==> src/design/tca_cfg.svh <==
// Register offsets, reset values and prescaler figures of the compact timer.
// Assumes a byte-addressed AXI4-Lite slave with one 32-bit word per register.
`ifndef TCA_CFG_SVH
`define TCA_CFG_SVH
`define TCA_OFF_CTRL0   8'h00
`define TCA_OFF_CTRL1   8'h04
`define TCA_OFF_CNT_LO  8'h08
`define TCA_OFF_CNT_HI  8'h0c
`define TCA_OFF_CMPA_LO 8'h10
`define TCA_OFF_CMPA_HI 8'h14
`define TCA_OFF_STATUS  8'h18
`define TCA_OFF_MASK    8'h1c
`define TCA_RST_CTRL    8'h00
`define TCA_RST_CMPA    10'h000
`define TCA_RST_BYTE    8'h00
// Prescaler taps as log2 of the ratio: fsys/4, fh/16, fh/64
`define TCA_LOG_SYS4    2
`define TCA_LOG_H16     4
`define TCA_LOG_H64     6
`define TCA_RESP_OKAY   2'b00
`define TCA_RESP_SLVERR 2'b10
`endif

==> src/design/tca_pkg.sv <==
// Types shared by the compact timer core and its tick generator.
// Assumes nothing beyond a SystemVerilog compiler.
package tca_pkg;
   typedef enum logic [1:0] {
      TCA_MODE_CMP   = 2'b00,
      TCA_MODE_UNDEF = 2'b01,
      TCA_MODE_PWM   = 2'b10,
      TCA_MODE_TIMER = 2'b11
   } tca_mode_t;
   typedef enum logic [2:0] {
      TCA_CS_SYS4 = 3'b000,
      TCA_CS_SYS  = 3'b001,
      TCA_CS_H16  = 3'b010,
      TCA_CS_H64  = 3'b011,
      TCA_CS_SUB0 = 3'b100,
      TCA_CS_SUB1 = 3'b101,
      TCA_CS_RISE = 3'b110,
      TCA_CS_FALL = 3'b111
   } tca_clk_sel_t;
   typedef struct packed {
      logic         pause;
      tca_clk_sel_t timer_clk_select;
      logic         timer_run_enable;
      logic [2:0]   compare_p_value;
   } tca_ctrl0_t;
   typedef struct packed {
      tca_mode_t  mode;
      logic [1:0] out_func;
      logic       out_init;
      logic       out_pol;
      logic       duty_by_p;
      logic       clear_on_a;
   } tca_ctrl1_t;
   typedef struct packed {
      logic p;
      logic a;
   } tca_irq_t;
endpackage

==> src/design/tca_top.sv <==
// Compact timer core with byte-buffered counter and comparator A access.
// Assumes an AXI4-Lite master on aclk and asynchronous timer pins.
//
// Functional notes
// - The counter is compared with programmed values and a match raises an interrupt.
// - Comparator A and comparator P each have their own interrupt source.
// - A three-bit field selects the counter clock among internal ratios, the subsidiary clock and the pin.
// - The external pin clocks the counter on a selectable rising or falling edge.
// - In compare mode a comparator A match drives output A low, high or toggled, output B the opposite.
// - The same two outputs carry a single edge-aligned PWM wave of set duty or period.
// - Counter and comparator A split into bytes; low bytes pass via one 8-bit buffer.
// - Writing the comparator A low byte only loads the buffer.
// - Writing the comparator A high byte stores it and copies the buffer to the low byte.
// - Reading a high byte returns it and captures its low byte into the buffer.
// - Reading a low byte returns the buffer, not the live low byte.
// - The counter is 10 bits counting up; P checks the top 3 bits, A all 10.
// - Clock codes: sys/4, sys, fh/16, fh/64, sub, sub, pin rising, pin falling.
// - The counter clears on run enable rising, overflow or selected match only.
//
// Our own choices: the placing of the registers and the AXI4-Lite register port.
`timescale 1ns/1ps
`include "tca_cfg.svh"
module tca_top (
   // Clock and reset
   input  wire logic        aclk,
   input  wire logic        aresetn,
   // AXI4-Lite write
   input  wire logic        awvalid,
   output logic             awready,
   input  wire logic [7:0]  awaddr,
   input  wire logic        wvalid,
   output logic             wready,
   input  wire logic [31:0] wdata,
   input  wire logic [3:0]  wstrb,
   output logic             bvalid,
   input  wire logic        bready,
   output logic [1:0]       bresp,
   // AXI4-Lite read
   input  wire logic        arvalid,
   output logic             arready,
   input  wire logic [7:0]  araddr,
   output logic             rvalid,
   input  wire logic        rready,
   output logic [31:0]      rdata,
   output logic [1:0]       rresp,
   // Timer pins
   input  wire logic        timer_ext_clock_in,
   input  wire logic        timer_sub_clock_in,
   output logic             timer_out_a,
   output logic             timer_out_b,
   // Interrupt
   output logic             irq
);
   tca_pkg::tca_ctrl0_t c0;
   tca_pkg::tca_ctrl1_t c1;
   tca_pkg::tca_irq_t   status;
   tca_pkg::tca_irq_t   mask;
   logic [9:0]          count;
   logic [9:0]          compare_a_value;
   logic [7:0]          lo_buf;
   logic                run_q;
   logic                out_lvl;
   logic                tick;
   logic [7:0]          aw_addr;
   logic [31:0]         w_data;
   logic [3:0]          w_strb;
   logic                wr_fire;
   logic                ar_fire;
   logic [31:0]         rd_val;
   logic                rd_ok;
   logic                wr_ok;
   logic [10:0]         inc;
   logic                run_rise;
   logic                step;
   logic                a_hit;
   logic                p_hit;
   logic                clr_sel_a;
   logic                ev_a;
   logic                ev_p;
   logic                duty_on;

   // ----------------------------------------------------------------
   // Counter clock source
   // ----------------------------------------------------------------
   tca_tick_gen #(
      .PRE_W(`TCA_LOG_H64)
   ) u_tick (
      .aclk       (aclk),
      .aresetn    (aresetn),
      .clk_sel    (c0.timer_clk_select),
      .ext_clk_in (timer_ext_clock_in),
      .sub_clk_in (timer_sub_clock_in),
      .tick       (tick)
   );

   // ----------------------------------------------------------------
   // Counter and comparators
   // ----------------------------------------------------------------
   assign inc      = {1'b0, count} + 11'h001;
   assign run_rise = c0.timer_run_enable & ~run_q;
   assign step     = c0.timer_run_enable & ~c0.pause & tick;
   // P value zero means a full 1024-count period, i.e. overflow
   assign p_hit = (c0.compare_p_value == 3'h0) ? inc[10] :
                  (inc[9:7] == c0.compare_p_value) && (inc[6:0] == 7'h00);
   assign a_hit = (inc[9:0] == compare_a_value);
   // In PWM the duty/period swap decides which comparator ends the period
   assign clr_sel_a = (c1.mode == tca_pkg::TCA_MODE_PWM) ? c1.duty_by_p : c1.clear_on_a;
   assign ev_a = step & a_hit;
   assign ev_p = step & p_hit;

   always_ff @(posedge aclk) begin
      if (!aresetn) begin
         run_q <= 1'b0;
         count <= 10'h000;
      end else begin
         run_q <= c0.timer_run_enable;
         if (run_rise) begin
            count <= 10'h000;
         end else if (step) begin
            count <= (clr_sel_a ? a_hit : p_hit) ? 10'h000 : inc[9:0];
         end
      end
   end

   // ----------------------------------------------------------------
   // Output pins
   // ----------------------------------------------------------------
   assign duty_on = c1.duty_by_p ? (count[9:7] < c0.compare_p_value)
                                 : (count < compare_a_value);

   always_ff @(posedge aclk) begin
      if (!aresetn) begin
         out_lvl <= 1'b0;
      end else if (run_rise) begin
         out_lvl <= c1.out_init;
      end else begin
         case (c1.mode)
            tca_pkg::TCA_MODE_CMP: begin
               if (ev_a) begin
                  case (c1.out_func)
                     2'b01:   out_lvl <= 1'b0;
                     2'b10:   out_lvl <= 1'b1;
                     2'b11:   out_lvl <= ~out_lvl;
                     default: out_lvl <= out_lvl;
                  endcase
               end
            end
            tca_pkg::TCA_MODE_PWM: begin
               case (c1.out_func)
                  2'b00:   out_lvl <= ~c1.out_init;
                  2'b01:   out_lvl <= c1.out_init;
                  2'b10:   out_lvl <= duty_on ? c1.out_init : ~c1.out_init;
                  default: out_lvl <= out_lvl;
               endcase
            end
            default: out_lvl <= out_lvl;
         endcase
      end
   end

   // Second pin is the complement, so it carries the inverted waveform
   always_ff @(posedge aclk) begin
      if (!aresetn) begin
         timer_out_a <= 1'b0;
         timer_out_b <= 1'b1;
      end else begin
         timer_out_a <= out_lvl ^ c1.out_pol;
         timer_out_b <= ~(out_lvl ^ c1.out_pol);
      end
   end

   // ----------------------------------------------------------------
   // Interrupts
   // ----------------------------------------------------------------
   always_ff @(posedge aclk) begin
      if (!aresetn) begin
         status <= 2'b00;
         irq    <= 1'b0;
      end else begin
         // A set in the same cycle as the clearing read wins
         status.a <= ev_a | (status.a & ~(ar_fire && araddr == `TCA_OFF_STATUS));
         status.p <= ev_p | (status.p & ~(ar_fire && araddr == `TCA_OFF_STATUS));
         irq      <= |(status & mask);
      end
   end

   // ----------------------------------------------------------------
   // AXI4-Lite write channel
   // ----------------------------------------------------------------
   assign wr_fire = ~awready & ~wready & ~bvalid;
   assign wr_ok   = (aw_addr[1:0] == 2'b00) && (aw_addr <= `TCA_OFF_MASK);

   always_ff @(posedge aclk) begin
      if (!aresetn) begin
         awready <= 1'b1;
         wready  <= 1'b1;
         bvalid  <= 1'b0;
         bresp   <= `TCA_RESP_OKAY;
         aw_addr <= 8'h00;
         w_data  <= 32'h0000_0000;
         w_strb  <= 4'h0;
      end else begin
         if (awvalid && awready) begin
            awready <= 1'b0;
            aw_addr <= awaddr;
         end
         if (wvalid && wready) begin
            wready <= 1'b0;
            w_data <= wdata;
            w_strb <= wstrb;
         end
         if (wr_fire) begin
            bvalid  <= 1'b1;
            bresp   <= wr_ok ? `TCA_RESP_OKAY : `TCA_RESP_SLVERR;
            awready <= 1'b1;
            wready  <= 1'b1;
         end else if (bvalid && bready) begin
            bvalid <= 1'b0;
         end
      end
   end

   // Control, mask and comparator A; only byte lane 0 carries data
   always_ff @(posedge aclk) begin
      if (!aresetn) begin
         c0              <= `TCA_RST_CTRL;
         c1              <= `TCA_RST_CTRL;
         mask            <= 2'b00;
         compare_a_value <= `TCA_RST_CMPA;
      end else if (wr_fire && w_strb[0]) begin
         case (aw_addr)
            `TCA_OFF_CTRL0:   c0   <= w_data[7:0];
            `TCA_OFF_CTRL1:   c1   <= w_data[7:0];
            `TCA_OFF_MASK:    mask <= w_data[1:0];
            `TCA_OFF_CMPA_HI: compare_a_value <= {w_data[1:0], lo_buf};
            default:          compare_a_value <= compare_a_value;
         endcase
      end
   end

   // Shared low-byte buffer; a read capture in the same cycle wins
   always_ff @(posedge aclk) begin
      if (!aresetn) begin
         lo_buf <= `TCA_RST_BYTE;
      end else if (ar_fire && araddr == `TCA_OFF_CNT_HI) begin
         lo_buf <= count[7:0];
      end else if (ar_fire && araddr == `TCA_OFF_CMPA_HI) begin
         lo_buf <= compare_a_value[7:0];
      end else if (wr_fire && w_strb[0] && aw_addr == `TCA_OFF_CMPA_LO) begin
         lo_buf <= w_data[7:0];
      end
   end

   // ----------------------------------------------------------------
   // AXI4-Lite read channel
   // ----------------------------------------------------------------
   assign ar_fire = arvalid & arready;
   assign rd_ok   = (araddr[1:0] == 2'b00) && (araddr <= `TCA_OFF_MASK);

   always_comb begin
      case (araddr)
         `TCA_OFF_CTRL0:   rd_val = {24'h000000, c0};
         `TCA_OFF_CTRL1:   rd_val = {24'h000000, c1};
         `TCA_OFF_CNT_LO,
         `TCA_OFF_CMPA_LO: rd_val = {24'h000000, lo_buf};
         `TCA_OFF_CNT_HI:  rd_val = {30'h00000000, count[9:8]};
         `TCA_OFF_CMPA_HI: rd_val = {30'h00000000, compare_a_value[9:8]};
         `TCA_OFF_STATUS:  rd_val = {30'h00000000, status};
         `TCA_OFF_MASK:    rd_val = {30'h00000000, mask};
         default:          rd_val = 32'h0000_0000;
      endcase
   end

   always_ff @(posedge aclk) begin
      if (!aresetn) begin
         arready <= 1'b1;
         rvalid  <= 1'b0;
         rdata   <= 32'h0000_0000;
         rresp   <= `TCA_RESP_OKAY;
      end else if (ar_fire) begin
         arready <= 1'b0;
         rvalid  <= 1'b1;
         rdata   <= rd_val;
         rresp   <= rd_ok ? `TCA_RESP_OKAY : `TCA_RESP_SLVERR;
      end else if (rvalid && rready) begin
         arready <= 1'b1;
         rvalid  <= 1'b0;
      end
   end
endmodule

==> src/design/tca_tick_gen.sv <==
// Count-enable generator: prescaler taps, subsidiary clock and external pin.
// Assumes fh equals the system clock; pins are asynchronous to aclk.
`timescale 1ns/1ps
`include "tca_cfg.svh"
module tca_tick_gen #(
   parameter int PRE_W = 6
) (
   // Clock and reset
   input  wire logic                  aclk,
   input  wire logic                  aresetn,
   // Selection and sources
   input  wire tca_pkg::tca_clk_sel_t clk_sel,
   input  wire logic                  ext_clk_in,
   input  wire logic                  sub_clk_in,
   // One-cycle count enable
   output logic                       tick
);
   logic [PRE_W-1:0] pre;
   logic [2:0]       ext_sync;
   logic [2:0]       sub_sync;
   logic             next_tick;

   always_ff @(posedge aclk) begin
      if (!aresetn) begin
         pre <= '0;
      end else begin
         pre <= pre + PRE_W'(1);
      end
   end

   // Bit 0 feeds only bit 1; edges are taken between bits 1 and 2
   always_ff @(posedge aclk) begin
      if (!aresetn) begin
         ext_sync <= 3'h0;
         sub_sync <= 3'h0;
      end else begin
         ext_sync <= {ext_sync[1:0], ext_clk_in};
         sub_sync <= {sub_sync[1:0], sub_clk_in};
      end
   end

   always_comb begin
      case (clk_sel)
         tca_pkg::TCA_CS_SYS4: next_tick = &pre[`TCA_LOG_SYS4-1:0];
         tca_pkg::TCA_CS_SYS:  next_tick = 1'b1;
         tca_pkg::TCA_CS_H16:  next_tick = &pre[`TCA_LOG_H16-1:0];
         tca_pkg::TCA_CS_H64:  next_tick = &pre[`TCA_LOG_H64-1:0];
         tca_pkg::TCA_CS_SUB0,
         tca_pkg::TCA_CS_SUB1: next_tick = sub_sync[1] & ~sub_sync[2];
         tca_pkg::TCA_CS_RISE: next_tick = ext_sync[1] & ~ext_sync[2];
         tca_pkg::TCA_CS_FALL: next_tick = ~ext_sync[1] & ext_sync[2];
         default:              next_tick = 1'b0;
      endcase
   end

   always_ff @(posedge aclk) begin
      if (!aresetn) begin
         tick <= 1'b0;
      end else begin
         tick <= next_tick;
      end
   end
endmodule

==> config.mk <==
export PLATFORM = sky130hd
export DESIGN_NAME = tca_top
export DESIGN_NICKNAME = d
export VERILOG_FILES = /design/src/design/tca_pkg.sv /design/src/design/tca_top.sv /design/src/design/tca_tick_gen.sv
export VERILOG_INCLUDE_DIRS = /design/src /design/src/design
export SDC_FILE = /design/constraint.sdc
export NUM_CORES = 1
export LEC_CHECK = 0
export BUFFER_PORTS_ARGS = -buffer_cell sky130_fd_sc_hd__buf_2
export CORE_MARGIN = 1.5
export CORE_UTILIZATION = 40
export DETAILED_ROUTE_END_ITERATION = 12
export PLACE_DENSITY = 0.64
export SLEW_MARGIN = 20
export SYNTH_ARGS = -nofsm -noshare
export SYNTH_HDL_FRONTEND = slang
export SYNTH_SLANG_ARGS = --single-unit
export TNS_END_PERCENT = 5
==> constraint.sdc <==
create_clock -name aclk -period 3.6 [get_ports aclk]
set_clock_uncertainty 0.05 [all_clocks]
set_input_delay 0.36 -clock aclk [delete_from_list [all_inputs] [get_ports aclk]]
set_output_delay 0.36 -clock aclk [all_outputs]
set_load 0.02 [all_outputs]
# --- Word level (Yosys, flattened, before mapping) ---
# Index checks and enable logic that the tools add are counted.
classes:
  n_addsub: 2
  n_eq_ne: 27
  magnitude_cmp: 4
  bitwise: 30
  mux: 24
  n_reduce_logical: 38
op_table:
  columns: ["operator", "count"]
  rows:
  - ["== test 8 x 5 -> 1 bit, second input constant", 7]
  - ["one-hot mux 8 bit (7 select lines)", 1]
  - ["two-way mux 8 bit", 3]
  - ["== test 8 x 3 -> 1 bit, second input constant", 2]
  - ["== test 8 x 4 -> 1 bit, second input constant", 2]
  - ["<= comparator 8 x 5 -> 1 bit, second input constant", 2]
  - ["zero test 8 bit", 2]
  - ["bitwise AND 1 bit", 13]
  - ["two-way mux 1 bit", 13]
  - ["NOT 1 bit", 13]
  - ["== test 3 bit, second input constant", 4]
  - ["logical AND 1 bit", 12]
  - ["adder 10 x 1 -> 11 bit, second input constant", 1]
  - ["== test 10 bit", 1]
  - ["< comparator 10 bit", 1]
  - ["two-way mux 10 bit", 1]
  - ["AND reduction 2 bit", 5]
  - ["OR reduction 2 bit", 5]
  - ["zero test 2 bit", 4]
  - ["AND reduction 4 bit", 2]
  - ["zero test 7 bit", 1]
  - ["one-hot mux 1 bit (7 select lines)", 1]
  - ["adder 6 x 1 -> 6 bit, second input constant", 1]
  - ["== test 2 bit, second input constant", 3]
  - ["18 further kinds", 25]
totals:
  wordCells: 162
  out_inout_bits: 44
  in_bits: 61
  reg_bits: 124

# --- Logic depth before layout (Yosys ltp) ---
# Gate-level depths: netlist (run 1).
logic_depth:
  ltp_word: 8
  mapped_depth: 11
  depth_no_buf: 10

# --- Cells and area by module ---
# A second synthesis (run 1) with hierarchy kept.
unflattened:
  cells_unflattened: 610
  area_unflattened_um2: 5496.5
modules_own_cells:
  columns: ["mod", "seq_area_each_um2", "cells_each", "area_per_inst_um2", "n_inst"]
  rows:
  - ["tca_top", 1701.6, 565, 5021.1, 1]
  - ["tca_tick_gen", 260.2, 45, 475.5, 1]

# --- Worst setup path before layout (run 1) ---
# No wires, ideal clock.
synth_timing:
  path_type: "reg-to-reg"
  from: "reg count[0]"
  to: "reg count[9]"
  path_stages_with_launch: 12
  period_less_slack_ns: 2.580
  slack_ns: 1.020
  path_buffers: 2
  setup_ns: 0.122
  required_ns: 3.428
  arrival_time_ns: 2.409
  path_cell_list: "dfxtp_1 -> ha_1 -> buf_2 -> xnor2_1 -> xnor2_1 -> o311ai_0 -> or4_1 -> nor3_1 -> or3_1 -> buf_4 -> nor3b_1 -> a221o_1"
synth_via:
  elab_chain_cells: 6
  word_cells_on_any_way: 8
  cone_classes: "add/sub (1); eq/ne (2); mux (3); reduce/logical (2)"
synth_rtl:
  columns: ["element", "line_no", "text"]
  rows:
  - ["start, declared", "tca_top.sv:58", "logic [9:0] count;"]
  - ["start signal, assigned", "tca_top.sv:120", "count <= (clr_sel_a ? a_hit : p_hit) ? 10'h000 : inc[9:0];"]
  - ["adder 10 x 1 -> 11 bit (*)", "tca_top.sv:99", "assign inc = {1'b0, count} + 11'h001;"]
  - ["zero test 7 bit or == test 3 bit (tied branches)", "tca_top.sv:104", "(inc[9:7] == c0.compare_p_value) && (inc[6:0] == 7'h00);"]
  - ["logical AND 1 bit", "tca_top.sv:104", null]
  - ["two-way mux 1 bit", "tca_top.sv:103", "assign p_hit = (c0.compare_p_value == 3'h0) ? inc[10] :"]
  - ["two-way mux 1 bit", "tca_top.sv:120", null]
  - ["two-way mux 10 bit (*)", "tca_top.sv:120", null]
# Mark *: on every way between the ends. The rest lies on a longest branch, timed or not.
# A chain may end at the register's enable or synchronous reset.

# --- Worst setup path after layout (run 1) ---
# Same ends and word-level chain as after synthesis.

==> results of run 1 <==
==> state kept, by name, indices dropped and copies added (netlist names), 2 cells and up <==
signal and cells:
aw_addr 8, c0 8, c1 8, compare_a_value 10, count 10, lo_buf 8
mask 2, rdata 8, status 2, u_tick.ext_sync 3, u_tick.pre 6, u_tick.sub_sync 3
w_data 8
==> worst max-delay path, cell delays in order, from the launching register on <==
cell                       delay (ps)
sky130_fd_sc_hd__dfxtp_1          450
sky130_fd_sc_hd__ha_1             370
sky130_fd_sc_hd__nand3_1          250
sky130_fd_sc_hd__nor2_1           230
sky130_fd_sc_hd__xnor2_1           90
sky130_fd_sc_hd__a2111o_1         430
sky130_fd_sc_hd__o31ai_1          330
sky130_fd_sc_hd__or3_1            380
sky130_fd_sc_hd__nor3b_1          100
sky130_fd_sc_hd__a221o_1          260
==> cells in the final DEF, fill, tap and decap left out, types with 22 or more instances in the layout <==
master	synthesis	final
sky130_fd_sc_hd__nand2_1	107	107
sky130_fd_sc_hd__mux2i_1	23	23
sky130_fd_sc_hd__a21oi_1	22	22
sky130_fd_sc_hd__a21boi_1	25	25
sky130_fd_sc_hd__dfxtp_1	98	98
sky130_fd_sc_hd__inv_1	27	27
sky130_fd_sc_hd__buf_2	3	51
sky130_fd_sc_hd__nand3_1	37	37
sky130_fd_sc_hd__conb_1	1	26
==> kinds of logic (layout without fill, tap and decap cells) <==
kind of cell	Yosys count	count (layout)	synth area share [%]
buffers and inverters	85	96	8.12
AO/OA/AOI/OAI	138	138	18.1
XOR/XNOR	23	23	3.79
multiplexers	24	24	4.54
adder cells (fa/ha/maj)	19	19	4.47
other	1	26	0.0706
AND/OR/NAND/NOR	256	256	24.0
flip-flops	98	98	36.9
==> layer usage <==
layer | vias up | track usage, % | share of wire [%]
met5 | - | 0 | 0
met4 | 0 | 4.73 | 1.1
met3 | 15 | 3.57 | 4.0
met2 | 107 | 29.4 | 46
met1 | 2089 | 24.8 | 48
li1 | 2237 | - | -
==> cells in the mapped netlist (all sizes together) (3+ instances only) <==
cell | number | area (sq um)
mux2i | 23 | 230
a22oi | 10 | 75.1
and3 | 11 | 68.8
o211a | 6 | 60.1
a21o | 5 | 37.5
inv | 27 | 101
a21oi | 22 | 110
nand2 | 107 | 402
nor4 | 3 | 25.0
nor2b | 21 | 131
buf | 33 | 236
nor3b | 4 | 30.0
a21boi | 46 | 345
o22ai | 4 | 25.0
o21ai | 19 | 95.1
clkbuf | 25 | 93.8
and2 | 14 | 87.6
nor3 | 8 | 40.0
ha | 19 | 238
nand3 | 37 | 185
xnor2 | 16 | 140
nor2 | 20 | 75.1
or3 | 10 | 62.6
dfxtp | 98 | 1960
and4 | 3 | 26.3
nand2b | 6 | 37.5
o211ai | 8 | 60.1
xor2 | 7 | 61.3
nand4 | 4 | 40.0
==> power by group <==
group          leakage, nW  internal, mW  switching [mW]
sequential           0.796          1.11          0.0284
combinational         1.57        0.0577           0.103
clock                0.142         0.518           0.437
total                 2.51          1.69           0.568
==> through the flow <==
| step | setup slack (ps) | cell area, sq um | hold WS, ps |
|---|---|---|---|
| 2_1_floorplan | 1020 | 5410 | 362 |
| 3_3_place_gp | 668 | 5560 | 368 |
| 3_5_place_dp | 564 | 5560 | 372 |
| 4_1_cts | 553 | 5860 | 159 |
| 5_1_grt | 237 | 5860 | 163 |
| 6_report | 542 | 5860 | 167 |
==> final cells by class <==
type | instances | area [sq um] | share of cell area [%]
clock buffer | 11 | 253 | 4.31
clock inverter | 5 | 46.3 | 0.790
inverter | 27 | 101 | 1.73
multi-input combinational | 486 | 3010 | 51.4
sequential | 98 | 1960 | 33.5
tap | 172 | 215 | 3.67
timing repair buffer | 53 | 270 | 4.61
==> how the worst min path moves through the flow <==
stage,start,endpoint,slack [ps],cells after the start
after floorplan,u_tick.ext_sync[0],u_tick.ext_sync[1],360,1
after global placement,u_tick.sub_sync[0],u_tick.sub_sync[1],370,1
after CTS,timer_ext_clock_in,u_tick.ext_sync[0],160,2
after global routing,timer_sub_clock_in,u_tick.sub_sync[0],160,2
after detailed placement,u_tick.sub_sync[0],u_tick.sub_sync[1],370,1
final,timer_ext_clock_in,u_tick.ext_sync[0],170,2
==> results.md, run 1 <==
- The power density normalized to cell area is roughly 380 nW/um^2.
- The die covers roughly 14000 sq um.
- In this run the worst setup path terminates at count[9].
- The max-slew headroom at the worst pin is between 30% and 40%.
- The largest net degree at the start of global routing is ~90.
- The vertical extent of the die is 118 microns.
- The hold violation total from the final report is 0.
- The post-route minimum period is 3060 ps.
- The worst register-to-register path has a depth of 9.
- For this run, the post-layout net count is approximately 760.
- The number of buffers created by CTS is 9.
- CTS built an H-tree with a depth of 3.
- The horizontal extent of the die is 118 microns.
- The capture point of the worst reg-to-reg path is count[9].
- For this design, the CTS-stage hold fixing added 0 buffers.
- Counting distinct cell types in the post-synthesis netlist gives 56.
- Setup repair after global routing left no endpoint under its margin.
- The count of buffers from port buffering is 51.
- The count of pins on the block boundary is 105.
- The floorplan has just over 40 rows.
- The detailed placer's ending HPWL is around 9000 microns.
- The setup slack on the worst flop-to-flop path is around 540 ps.
- The synthesized netlist occupies a cell area of around 5300 sq um.
- The setup TNS is 0 ps.
- The final routed DRC violation total is 0.
- Global routing finished with a remaining overflow of 0.
- For the worst-skew pair, the clock arrives at the later sink with an insertion delay of ~350 ps.
- Once the clock tree was built, the resizer swapped 0 gates to a different size.
- After synthesis, flip-flops and latches occupy a little under two fifths of the total area.
- The class of the most critical hold timing path is in -> reg.
- The core region is roughly 13000 sq um.
- The clock net in this run drives a total of slightly below 100 sinks.
- The pre-antenna-repair detailed-routing pass consisted of 5 iterations.
- Data on the critical path is required at its endpoint by roughly 3800 ps.
- The CTS tree is yes.
- The fill cell total of the finished layout is 1268.
- A synthesized cell averages roughly 8.3 sq um.
- The upper clock frequency limit is between 300 and 400 MHz.
- The root buffer cell is sky130_fd_sc_hd__clkbuf_16.
- The yosys synthesis warning count is 0.
- The signal arrival time at the worst endpoint is roughly 3200 ps.
- Of the available clock period, the critical path in the final layout requires 84.9%.
- In this run the post-CTS setup repair buffer count came out at 0.
- After synthesis the netlist holds a flip-flop and latch count of approximately 100.
- In the final layout, the share of cells above drive strength 1 is 10.6%.
- Routability-driven placement finished with a final weighted congestion of between 0.8 and 0.9.
- The worst-case vdd ir drop is 0.259 mV.
- The initial standard-cell utilization of the core is between 40% and 50%.
- After layout, the design draws a total of 2.26 mW.
- Counting flops with a built-in enable in the synthesized netlist gives 0.
- Summed over all layers, the routed wires come to 12300 microns.
- The number of global-route vias before repair is about 4000.
- The startpoint type of the worst setup path is a flip-flop.
- The number of buffers on the longest clock path is 2.
- The most critical setup path has its startpoint at count[0].
- The detail route stage leaves a number of antenna-violating nets equal to 0.
- The final count of negative-setup-slack endpoints is 0.
- The number of standard cells in the layout, taps in and fillers out is 852.
- The core occupancy in the finished layout is a little under half.
- The most used flip-flop cell after synthesis is sky130_fd_sc_hd__dfxtp_1.
- The setup path with the least slack is of type reg -> reg.
- The first global-routing pass estimated just over 20000 microns of wire.
- The routed wirelength normalized by instance count is about 14 microns.
- The clock transition at the registers of the reported paths is roughly 70 ps.
- The area growth from synthesis to layout is 10.3%.
- The total via count after detailed routing is between 4000 and 5000.
- Using the TritonRoute via totals, the vias-per-cell ratio works out to about 5.2.
- The total inserted antenna cells is 0.
- The number of cells in the design after placement is around 840.
- The flow ran to the end, and the final reports show no timing, DRC or antenna violations.
- The maximum fanout along the worst path is 10.
- Of all flip-flops after synthesis, the portion carrying an async set or reset was 0%.
- The number of violations reported at the end of detailed-routing iteration 0 is approximately 260.
- The number of antenna violations at the first check in global routing was 0.
- STA classifies the critical path endpoint as a flip-flop.
- Max-cap violations in this run came to 0.
- The number of pins exceeding their max-slew limit in the final report is 0.
- In the global route stage, overall resource usage came out at 18.2%.
- The startpoint of the worst-slack reg-to-reg timing path is count[0].
- The static leakage power is 2.51 nW.
- The transition time at the pin with the least slew margin is 921 ps.
- The synthesized netlist cell count is 644.
No activity file was read; power rests on OpenSTA's default activity.
==> run 2: changes to the inputs <==
==> constraint.sdc (replaced) <==
create_clock -name aclk -period 3 [get_ports aclk]
set_clock_uncertainty 0.05 [all_clocks]
set_input_delay 0.3 -clock aclk [delete_from_list [all_inputs] [get_ports aclk]]
set_output_delay 0.3 -clock aclk [all_outputs]
set_load 0.02 [all_outputs]
==> results.md, run 2 (synthesis results as in run 1) <==
- The number of antenna violations at the first check in global routing was 0 (unchanged).
- The area growth from synthesis to layout is 12.5%.
- The maximum fanout along the worst path was 8 (-2).
- The total via count after detailed routing is 4483 (+0.79%).
- The run finished with clean final reports.
- The full die area is 14000 sq um (unchanged).
- The root buffer cell is sky130_fd_sc_hd__clkbuf_16.
- The highest cell delay on the worst timing path is 520 ps (+70 ps).
- The core occupancy in the finished layout is 46.8% (+0.89 points).
- The final worst-path cycle share was 92.7% (+7.7 points).
- The worst hold path begins at timer_ext_clock_in.
- The count of buffers from port buffering was 51 (unchanged).
- On the critical path the largest part of the delay comes from simple AND/OR/NAND/NOR gates.
- The via density per instance was 5.19 (-0.61%).
- The core box area is 12800 sq um (unchanged).
- The initial standard-cell utilization of the core is 41.6% (unchanged).
- The number of max-capacitance violations reported came to 0 (unchanged).
- The setup TNS came to 0 ps (unchanged).
- The startpoint type of the worst setup path is a flip-flop.
- The largest registers in the layout are compare_a_value: 10 flops, count: 10 flops.
- The data required time at the worst endpoint is 3180 ps (-600 ps).
- The fraction of layout cells with a size suffix above 1 is 12.7% (+2.1 points).
- The number of buffers on the longest clock path is 2 (unchanged).
- The signal arrival time at the worst endpoint was 2960 ps (-280 ps).
- The library cell used most frequently in the layout, excluding fill and tap cells, is sky130_fd_sc_hd__nand2_1.
- The hold violation total from the final report is 0 (unchanged).
- Setup repair after global routing left no endpoint under its margin.
- The number of violations reported at the end of detailed-routing iteration 0 came to 350 (+34%).
- The detailed-route wire length is 12600 microns (+2.3%).
- The number of buffers inserted by hold repair at cts is 0 (unchanged).
- The horizontal extent of the die is 118 microns (unchanged).
- The number of buffers created by CTS is 9 (unchanged).
- The max-slew headroom at the worst pin is 44.1% (+5.6 points).
- The final routed DRC violation total is 0 (unchanged).
- By startpoint and endpoint, the worst setup path is classified as reg -> reg.
- In this run the critical register-to-register path is captured at count[9].
- The count of cell instances traversed by the critical path is 9 (unchanged).
- The transition time at the pin with the least slew margin was 837 ps (-83.4 ps).
- The largest net degree at the start of global routing is 86 (-3.4%).
- In the layout the commonest cells are sky130_fd_sc_hd__nand2_1, sky130_fd_sc_hd__dfxtp_1, sky130_fd_sc_hd__buf_2.
- The worst-case vdd ir drop is 0.355 mV (+37%).
- The post-route minimum period was 2780 ps (-278 ps).
- The global placer's final weighted congestion was 0.868 (+3.1%).
- The endpoint with the worst hold slack is u_tick.ext_sync[0].
- The first-pass GRT wire length came to 20900 microns (+1.1%).
- The routed wirelength normalized by instance count came to 14.6 microns (+0.83%).
- The cell depth of the worst hold path is 2 (unchanged).
- The vertical extent of the die came to 118 microns (unchanged).
- The detailed placer's ending HPWL came to 9400 microns (+2.9%).
- The global route total overflow was 0 (unchanged).
- The number of rows in the core area is 41 (unchanged).
- The level count of the clock H-tree was 3 (unchanged).
- The count of pins on the block boundary came to 105 (unchanged).
- The signal on the critical path passes through ha_2, nand3_1, nor2_1, a21boi_0, or4_1, nor3_1, buf_4, nor3_2, a221o_1.
- On the critical path, the stage with the largest delay is an instance of sky130_fd_sc_hd__or4_1.
- The number of pins exceeding their max-slew limit in the final report is 0 (unchanged).
- The critical path buffer and inverter count is 1 (+1).
- The total inserted antenna cells came to 0 (unchanged).
- The number of cells traversed by the worst register-to-register path is 9 (unchanged).
- The critical path starts at count[0].
- The total routing resource utilization after global routing came to 18.5% (+0.31 points).
- The setup slack on the worst flop-to-flop path is 220 ps (-320 ps).
- The first-pass iteration count of the detailed router is 4 (-1).
- The power density normalized to cell area was 460 nW/um^2 (+19%).
- The count of clock tree sinks is 98 (unchanged).
- The number of global-route vias before repair was 4283 (+6.6%).
- TritonCTS built the clock tree.
- The later-pin clock latency in the skew report came to 350 ps (about the same).
- The remaining antenna violation count after routing is 0 (unchanged).
- The total number of nets in the final design is 768 (+1.7%).
- The final count of negative-setup-slack endpoints is 0 (unchanged).
- The worst setup path is captured at a flip-flop.
- The startpoint of the worst-slack reg-to-reg timing path is count[0].
- The upper clock frequency limit is 360 MHz (+10%).
- The min-delay analysis places its worst path in the category in -> reg.
- The static leakage power is 2.59 nW (+3.1%).
- The clock transition at the registers of the reported paths is 70 ps (about the same).
## run 2: cell count changes in the layout (fill, tap and decap cells not counted), sizes merged
| cell | before | now |
|---|---|---|
| clkbuf | 11 | 9 |
| inv | 29 | 31 |
| buf | 53 | 66 |
| clkinvlp | 2 | 0 |
| bufinv | 0 | 1 |
## run 2: power by group
part	internal [mW]	total [mW]	leakage, nW	switching (mW)
sequential	1.33	1.37	0.796	0.0343
combinational	0.0696	0.193	1.64	0.124
clock	0.656	1.19	0.149	0.530
total	2.06	2.75	2.59	0.688
## run 2: stage by stage
| step | area [sq um] | power [mW] | hold WS [ps] | setup slack (ps) | std cells |
|---|---|---|---|---|---|
| final | 5980 | 2.75 | 113 | 220 | 864 |
| after detailed placement | 5660 | 1.59 | 375 | 63.2 | 849 |
| after global placement | 5660 | 1.59 | 367 | 155 | 849 |
| after global routing | 5980 | 2.86 | 100 | 56.1 | 864 |
| after CTS | 5960 | 2.77 | 108 | 39.4 | 864 |
| after floorplan | 5410 | 1.55 | 362 | 420 | 669 |
## run 2: what timing repair did
| item | CTS | global route |
|---|---|---|
| setup buffers | 0 | 0 |
| hold endpoints to repair | 0 | 0 |
| gates resized for setup | 0 | 4 |
| setup endpoints to repair | 0 | 7 |
## run 2: how the worst max path moves through the flow
stage / slack [ps] / to
CTS: 40 / count[9]
global placement: 150 / count[9]
finish: 220 / count[9]
detailed placement: 60 / count[9]
global route: 60 / count[9]
floorplan: 420 / count[9]
## run 2: worst register-to-register path, cell delays in order, from the launching register on
cell and delay (ps):
sky130_fd_sc_hd__dfxtp_1 400, sky130_fd_sc_hd__ha_2 290, sky130_fd_sc_hd__nand3_1 230, sky130_fd_sc_hd__nor2_1 180
sky130_fd_sc_hd__a21boi_0 120, sky130_fd_sc_hd__or4_1 520, sky130_fd_sc_hd__nor3_1 240, sky130_fd_sc_hd__buf_4 180
sky130_fd_sc_hd__nor3_2 80, sky130_fd_sc_hd__a221o_1 370
## run 2: layer usage
layer	track usage [%]	vias to the layer above	part of all wire, %
met5	0	-	0
met4	5.64	0	1.6
met1	24.2	2111	46
met3	4.05	15	3.9
li1	-	2265	-
met2	30.4	92	48
## run 2: cell type report
class | instances | area [sq um]
clock buffers | 9 | 225
clock inverters | 6 | 72.6
fillers | 1256 | 6800
inverters | 27 | 101
multi-input cells | 486 | 3030
flip-flops and latches | 98 | 1960
well taps | 172 | 215
repair buffers | 66 | 368
